$ cat src/tpl_pkg.sv
// package: preset indices, register widths, preset values, reset values
`default_nettype none
package tpl_pkg;

    localparam int TPL_REG_W = 32;
    localparam int TPL_IDX_W = 4;
    localparam int TPL_NUM_REGS = 6;
    localparam int TPL_STEP_W = 3;

    // protocol preset indices
    localparam logic [3:0] TPL_A106 = 4'h0;
    localparam logic [3:0] TPL_A212 = 4'h1;
    localparam logic [3:0] TPL_A424 = 4'h2;
    localparam logic [3:0] TPL_A848 = 4'h3;
    localparam logic [3:0] TPL_B106 = 4'h4;
    localparam logic [3:0] TPL_B212 = 4'h5;
    localparam logic [3:0] TPL_B424 = 4'h6;
    localparam logic [3:0] TPL_B848 = 4'h7;
    localparam logic [3:0] TPL_M212 = 4'h8;
    localparam logic [3:0] TPL_M424 = 4'h9;

    // target register slots, in write order
    localparam logic [2:0] TPL_SLOT_CLK = 3'h0;
    localparam logic [2:0] TPL_SLOT_MOD = 3'h1;
    localparam logic [2:0] TPL_SLOT_UND = 3'h2;
    localparam logic [2:0] TPL_SLOT_OVR = 3'h3;
    localparam logic [2:0] TPL_SLOT_DRV = 3'h4;
    localparam logic [2:0] TPL_SLOT_ANT = 3'h5;

    // preset values
    localparam logic [31:0] TPL_CLK_A106 = 32'h0000_0074;
    localparam logic [31:0] TPL_CLK_AHI = 32'h0000_0082;
    localparam logic [31:0] TPL_CLK_BLO = 32'h0000_008E;
    localparam logic [31:0] TPL_CLK_BHI = 32'h0000_078E;
    localparam logic [31:0] TPL_MOD_A1 = 32'h0000_2350;
    localparam logic [31:0] TPL_MOD_A424 = 32'h0000_0650;
    localparam logic [31:0] TPL_MOD_A848 = 32'h0000_0150;
    localparam logic [31:0] TPL_UND_A1 = 32'h0000_0017;
    localparam logic [31:0] TPL_UND_A424 = 32'h0000_0005;
    localparam logic [31:0] TPL_UND_A848 = 32'h0000_0001;
    localparam logic [31:0] TPL_OVR_B424 = 32'h01FE_0013;
    localparam logic [31:0] TPL_OVR_B848 = 32'h007E_000D;
    localparam logic [31:0] TPL_DRV_A106 = 32'h00DB_CF43;
    localparam logic [31:0] TPL_DRV_A212 = 32'h0DBC_F043;
    localparam logic [31:0] TPL_DRV_A848 = 32'h00F9_EF45;
    localparam logic [31:0] TPL_DRV_B106 = 32'h003A_4756;
    localparam logic [31:0] TPL_DRV_B212 = 32'h0039_C746;
    localparam logic [31:0] TPL_DRV_B424 = 32'h0071_CF54;
    localparam logic [31:0] TPL_DRV_B848 = 32'h0069_AF32;
    localparam logic [31:0] TPL_DRV_M212 = 32'h0039_E744;
    localparam logic [31:0] TPL_DRV_M424 = 32'h0039_EF33;
    localparam logic [31:0] TPL_ANT_ALL = 32'h0000_0010;
    localparam logic [31:0] TPL_ZERO = 32'h0000_0000;

    // value of each target register after reset
    localparam logic [31:0] TPL_RST_VAL = 32'h0000_0000;

    typedef enum logic [1:0] {
        TPL_IDLE = 2'b00,
        TPL_WRITE = 2'b01,
        TPL_DONE = 2'b10
    } tpl_state_e;

endpackage : tpl_pkg
`default_nettype wire

$ cat src/tpl_rom_if.sv
// interface: preset lookup between sequencer and preset table
`timescale 1ns/1ns
`default_nettype none
interface tpl_rom_if;
    logic [3:0] index;
    logic [2:0] slot;
    logic [31:0] value;
    logic known;

    modport seq (output index, output slot, input value, input known);
    modport rom (input index, input slot, output value, output known);
endinterface : tpl_rom_if
`default_nettype wire

$ cat src/tpl_preset_rom.sv
// module: combinational table of transmitter presets
`timescale 1ns/1ns
`default_nettype none
module tpl_preset_rom
    import tpl_pkg::*;
(
    // lookup port
    tpl_rom_if.rom rom
);

    function automatic logic [31:0] tpl_pick(
        input logic [2:0] slot,
        input logic [31:0] clk_v,
        input logic [31:0] mod_v,
        input logic [31:0] und_v,
        input logic [31:0] ovr_v,
        input logic [31:0] drv_v
    );
        logic [31:0] v;
        v = TPL_ANT_ALL;
        unique case (slot)
            TPL_SLOT_CLK: v = clk_v;
            TPL_SLOT_MOD: v = mod_v;
            TPL_SLOT_UND: v = und_v;
            TPL_SLOT_OVR: v = ovr_v;
            TPL_SLOT_DRV: v = drv_v;
            default: v = TPL_ANT_ALL;
        endcase
        return v;
    endfunction : tpl_pick

    always_comb begin
        rom.known = 1'b1;
        unique case (rom.index)
            TPL_A106: rom.value = tpl_pick(rom.slot, TPL_CLK_A106, TPL_MOD_A1, TPL_UND_A1,
                TPL_ZERO, TPL_DRV_A106);
            TPL_A212: rom.value = tpl_pick(rom.slot, TPL_CLK_AHI, TPL_MOD_A1, TPL_UND_A1,
                TPL_ZERO, TPL_DRV_A212);
            TPL_A424: rom.value = tpl_pick(rom.slot, TPL_CLK_AHI, TPL_MOD_A424, TPL_UND_A424,
                TPL_ZERO, TPL_DRV_A106);
            TPL_A848: rom.value = tpl_pick(rom.slot, TPL_CLK_AHI, TPL_MOD_A848, TPL_UND_A848,
                TPL_ZERO, TPL_DRV_A848);
            TPL_B106: rom.value = tpl_pick(rom.slot, TPL_CLK_BLO, TPL_ZERO, TPL_ZERO,
                TPL_ZERO, TPL_DRV_B106);
            TPL_B212: rom.value = tpl_pick(rom.slot, TPL_CLK_BLO, TPL_ZERO, TPL_ZERO,
                TPL_ZERO, TPL_DRV_B212);
            TPL_B424: rom.value = tpl_pick(rom.slot, TPL_CLK_BHI, TPL_ZERO, TPL_ZERO,
                TPL_OVR_B424, TPL_DRV_B424);
            TPL_B848: rom.value = tpl_pick(rom.slot, TPL_CLK_BHI, TPL_ZERO, TPL_ZERO,
                TPL_OVR_B848, TPL_DRV_B848);
            TPL_M212: rom.value = tpl_pick(rom.slot, TPL_CLK_BLO, TPL_ZERO, TPL_ZERO,
                TPL_ZERO, TPL_DRV_M212);
            TPL_M424: rom.value = tpl_pick(rom.slot, TPL_CLK_BLO, TPL_ZERO, TPL_ZERO,
                TPL_ZERO, TPL_DRV_M424);
            default: begin
                rom.value = TPL_ZERO;
                rom.known = 1'b0;
            end
        endcase
    end

endmodule : tpl_preset_rom
`default_nettype wire

$ cat src/tpl_loader.sv
// module: transmitter preset loader, top level
`timescale 1ns/1ns
`default_nettype none
// Functional notes
// - request writes six transmitter registers from preset
// - type A 106 preset values
// - type A 212 preset values
// - type A 424 preset values
// - type A 848 preset values
// - type B 106 preset values
// - type B 212 preset values
// - type B 424 preset values
// - type B 848 preset values
// - Manchester 212 preset values
// - Manchester 424 preset values
module tpl_loader
    import tpl_pkg::*;
(
    // clock and reset
    input wire logic clock_i,
    input wire logic rst_b_i,
    // request
    input wire logic load_protocol_preset_cmd_i,
    input wire logic [3:0] protocol_index_i,
    // status
    output logic busy_o,
    output logic done_o,
    output logic rejected_o,
    // transmitter configuration registers
    output logic [31:0] tx_carrier_clock_ctrl_o,
    output logic [31:0] tx_modulation_cfg_o,
    output logic [31:0] tx_undershoot_shape_o,
    output logic [31:0] tx_overshoot_shape_o,
    output logic [31:0] tx_driver_ctrl_o,
    output logic [31:0] antenna_ctrl_o
);

    ////////////////////////////////////////////////////////////////////////////////
    tpl_rom_if rom_bus ();

    tpl_preset_rom u_rom (
        .rom(rom_bus)
    );

    ////////////////////////////////////////////////////////////////////////////////
    tpl_state_e state;
    tpl_state_e next_state;
    logic [3:0] index;
    logic [3:0] next_index;
    logic [2:0] slot;
    logic [2:0] next_slot;
    logic done;
    logic next_done;
    logic rejected;
    logic next_rejected;
    logic busy;
    logic next_busy;
    logic [31:0] regs [TPL_NUM_REGS];
    logic [31:0] next_regs [TPL_NUM_REGS];

    assign rom_bus.index = index;
    assign rom_bus.slot = slot;

    always_comb begin
        next_state = state;
        next_index = index;
        next_slot = slot;
        next_done = 1'b0;
        next_rejected = 1'b0;
        next_regs = regs;
        unique case (state)
            TPL_IDLE: begin
                if (load_protocol_preset_cmd_i) begin
                    next_index = protocol_index_i;
                    next_slot = TPL_SLOT_CLK;
                    next_state = TPL_WRITE;
                end
            end
            TPL_WRITE: begin
                if (!rom_bus.known) begin
                    next_rejected = 1'b1;
                    next_state = TPL_IDLE;
                end else begin
                    next_regs[slot] = rom_bus.value;
                    if (slot == TPL_SLOT_ANT) begin
                        next_done = 1'b1;
                        next_state = TPL_DONE;
                    end else begin
                        next_slot = slot + 3'h1;
                    end
                end
            end
            TPL_DONE: begin
                next_state = TPL_IDLE;
            end
            default: begin
                next_state = TPL_IDLE;
            end
        endcase
        // busy is registered so that the port comes straight from a flop
        next_busy = (next_state != TPL_IDLE);
    end

    always_ff @(posedge clock_i or negedge rst_b_i) begin
        if (!rst_b_i) begin
            state <= TPL_IDLE;
            index <= 4'h0;
            slot <= 3'h0;
            done <= 1'b0;
            rejected <= 1'b0;
            busy <= 1'b0;
            for (int i = 0; i < TPL_NUM_REGS; i++) begin
                regs[i] <= TPL_RST_VAL;
            end
        end else begin
            state <= next_state;
            index <= next_index;
            slot <= next_slot;
            done <= next_done;
            rejected <= next_rejected;
            busy <= next_busy;
            regs <= next_regs;
        end
    end

    ////////////////////////////////////////////////////////////////////////////////
    assign busy_o = busy;
    assign done_o = done;
    assign rejected_o = rejected;
    assign tx_carrier_clock_ctrl_o = regs[TPL_SLOT_CLK];
    assign tx_modulation_cfg_o = regs[TPL_SLOT_MOD];
    assign tx_undershoot_shape_o = regs[TPL_SLOT_UND];
    assign tx_overshoot_shape_o = regs[TPL_SLOT_OVR];
    assign tx_driver_ctrl_o = regs[TPL_SLOT_DRV];
    assign antenna_ctrl_o = regs[TPL_SLOT_ANT];

endmodule : tpl_loader
`default_nettype wire

$ cat config.mk
export PLATFORM = sky130hd
export DESIGN_NAME = tpl_loader
export DESIGN_NICKNAME = d
export VERILOG_FILES = /design/src/tpl_pkg.sv /design/src/tpl_rom_if.sv /design/src/tpl_preset_rom.sv /design/src/tpl_loader.sv
export SDC_FILE = /design/constraint.sdc
export NUM_CORES = 1
export LEC_CHECK = 0
export BUFFER_PORTS_ARGS = -buffer_cell sky130_fd_sc_hd__buf_2
export CELL_PAD_IN_SITES_DETAIL_PLACEMENT = 1
export CELL_PAD_IN_SITES_GLOBAL_PLACEMENT = 2
export CORE_ASPECT_RATIO = 1.5
export CORE_MARGIN = 2
export CORE_UTILIZATION = 37
export DETAILED_ROUTE_END_ITERATION = 7
export HOLD_SLACK_MARGIN = 0.05
export PLACE_DENSITY_LB_ADDON = 0.2
export SYNTH_ARGS = -nofsm -noshare
export SYNTH_HDL_FRONTEND = slang
export SYNTH_HIERARCHICAL = 1
export SYNTH_SLANG_ARGS = --single-unit
$ cat constraint.sdc
create_clock -name clock_i -period 2.7 [get_ports clock_i]
set_clock_uncertainty 0.05 [all_clocks]
set_input_delay 0.675 -clock clock_i [delete_from_list [all_inputs] [get_ports clock_i]]
set_output_delay 0.675 -clock clock_i [all_outputs]
set_load 0.02 [all_outputs]
==> impl_metrics.json <==
{
  "status": "completed",
  "wl_per_cell_um": 20.7,
  "drtAntennaViolNets": 0,
  "wirelength_um": 24200,
  "fp.dieW_um": 130,
  "arrival_ps": 2820,
  "irDropWorstVdd_uv": 688,
  "tightestPinTransition_ps": 702,
  "slew_headroom": 0.532,
  "fin_ws_ps": 210,
  "endpoint_kind": "flop",
  "drc": 0,
  "grt_pass1_vias": 6452,
  "drv_cap": 0,
  "worstPathRequired_ps": 3030,
  "ctsHoldBuffers": 0,
  "fin_crit_sh": 0.922,
  "row_count": 69,
  "dieArea_um2": 25100,
  "syn_area_um2": 8820,
  "syn_inst": 619,
  "worst-setup-path-type": "reg2reg",
  "grt.overflow.total": 0,
  "syn2layout_area_growth_pct": 24.4,
  "layout_common_cells": "dfrtp_1 (204), buf_2 (200), mux2_2 (161)",
  "drive_above_1_share": 0.560,
  "synthTopCellsByArea": "dfrtp_1 (58%), mux2_2 (21%), mux2_4 (5.1%)",
  "cts_max_level": 1,
  "portBuffers": 201,
  "ys_types": 59,
  "die_h_um": 193,
  "synth_area_per_cell_um2": 14.3,
  "initial_core_util": 0.374,
  "ys_seq_elements": 204,
  "drt_iter0_drc": 222,
  "yosys_warnings": 6,
  "synth-seq-area-share": 0.579,
  "fmax_mhz": 402,
  "cp-start-kind": "flop",
  "path_cells": "or2_4 -> nand2_1 -> nor2b_1 -> or4b_4 -> mux2_1",
  "cts_inserted_buffers": 21,
  "setup_viol": 0,
  "antennaDiodeCount": 0,
  "leakage_uw": 0.00578,
  "core_um2": 23600,
  "track_usage": 0.194,
  "critPathSlowestCell": "or4b_4",
  "crit_fanout": 32,
  "clock_path_buffers": 3,
  "cts-root-buf": "clkbuf_16",
  "mostFrequentLayoutCell": "dfrtp_1",
  "drv_slew": 0,
  "tns_ps": 0,
  "power_density_nw_per_um2": 1240,
  "postCtsSetupRepairBufs": 0,
  "vias": 5830,
  "synth_edf_count": 0,
  "rsz0062_at_grt": "false",
  "vias_per_cell": 5.00,
  "cts_tree": "yes",
  "clkTransAtPathRegs_ps": 60,
  "cpPeakStageDelay_ps": 830,
  "grt_max_degree": 65,
  "dp_worst_setup_slack_ps": 202,
  "clk_latency_ps": 490,
  "io_pins": 202,
  "period_minus_slack_ps": 2490,
  "crit_buf_inv": 0,
  "synth-main-ff-cell": "dfrtp_1",
  "antenna_found_initial": 0,
  "cts_resized": 0,
  "grt_pass1_wl_um": 37600,
  "hold_class": "in2async",
  "gp_congestion": 0.812,
  "synthArstFlopShare": 1.00,
  "synth.top_cell.area_share": 0.579,
  "finalHoldViolCount": 0,
  "dr.pass1.iters": 4,
  "final_nets": 842,
  "clock_sinks": 204,
  "cp_top_family": "simple AND/OR/NAND/NOR gates",
  "synth_top_cell_by_area": "dfrtp_1",
  "hpwlAfterDp_um": 17000
}
## logic make-up (layout without fill, tap and decap cells)
kind of cell               count (synthesis)  count (layout)  share of synthesized area
xor gates and xnor gates                   1               1                   0.000993
buffers and inverters                     53             278                     0.0406
other                                      1               5                   0.000425
adders and majority gates                  2               2                    0.00284
AOI/OAI and AO/OA                         64              64                     0.0488
muxes                                    198             198                      0.265
and+or+nand+nor                           96              96                     0.0625
DFF                                      204             204                      0.579
## through the flow
step	std cells	util	instance area (um2)	hold slack [ps]	power [uW]
final	1167	0.466	11000	116	13600
after global routing	1167	0.466	11000	131	14400
after CTS	1167	0.466	11000	135	13800
after detailed placement	1129	0.435	10200	421	10700
after global placement	1129	0.435	10200	418	10500
after floorplan	623	-	8840	329	8560
## layer usage
metal	GRT usage	vias to the layer above	part of all wire
met4	0.0633	0	0.029
met2	0.366	142	0.55
met5	0	-	0
met1	0.225	3016	0.38
li1	-	2635	-
met3	0.0248	37	0.039
## cell type report
| cell class | instances | area, um2 |
|---|---|---|
| clock inverter | 7 | 119 |
| tap | 319 | 399 |
| sequential | 204 | 5100 |
| clock buffer | 31 | 613 |
| inverter | 5 | 18.8 |
| timing repair buffer | 235 | 1320 |
| multi-input combinational | 366 | 3400 |
| fill | 2456 | 12600 |
## registers in the layout (all words and copies together), names as in the netlist
signal	cells
index	4
tx_carrier_clock_ctrl_o	32
tx_modulation_cfg_o	32
done_o	1
tx_undershoot_shape_o	32
rom_bus.slot	3
rejected_o	1
state	2
antenna_ctrl_o	32
tx_overshoot_shape_o	32
busy_o	1
tx_driver_ctrl_o	32
## power breakdown
part | internal [uW] | leakage [uW] | total (uW) | switching, uW
sequential | 4050 | 0.00271 | 4700 | 644
combinational | 2340 | 0.00272 | 5840 | 3490
clock | 1860 | 0.000352 | 3050 | 1180
## worst paths after layout
path                                          endpoint                startpoint  slack, ps  cells past startpoint
hold reg to reg               tx_overshoot_shape_o[17]  tx_overshoot_shape_o[17]        430                      1
setup / recovery              tx_undershoot_shape_o[0]                  index[1]        210                      5
min in group clock_i                          index[0]       protocol_index_i[0]        400                      2
hold / removal                       antenna_ctrl_o[6]                   rst_b_i        120                      1
max in group asynchronous  tx_carrier_clock_ctrl_o[11]                   rst_b_i       1740                      2
setup reg to reg              tx_undershoot_shape_o[0]                  index[1]        210                      5
## synth_stat cells, types with 3 or more instances
library cell / number
nor4_1: 3
a21oi_1: 24
buf_4: 18
nand3_1: 8
nor2_1: 25
nor3_1: 7
nor2b_1: 7
nand2_1: 17
dfrtp_1: 204
mux2_1: 6
mux2_4: 30
mux2_2: 161
o211ai_1: 3
inv_1: 3
o32ai_1: 4
nand2b_1: 6
o21ai_0: 10
buf_2: 19
or2_4: 3
buf_6: 9
(Power assumes the default switching activity.)
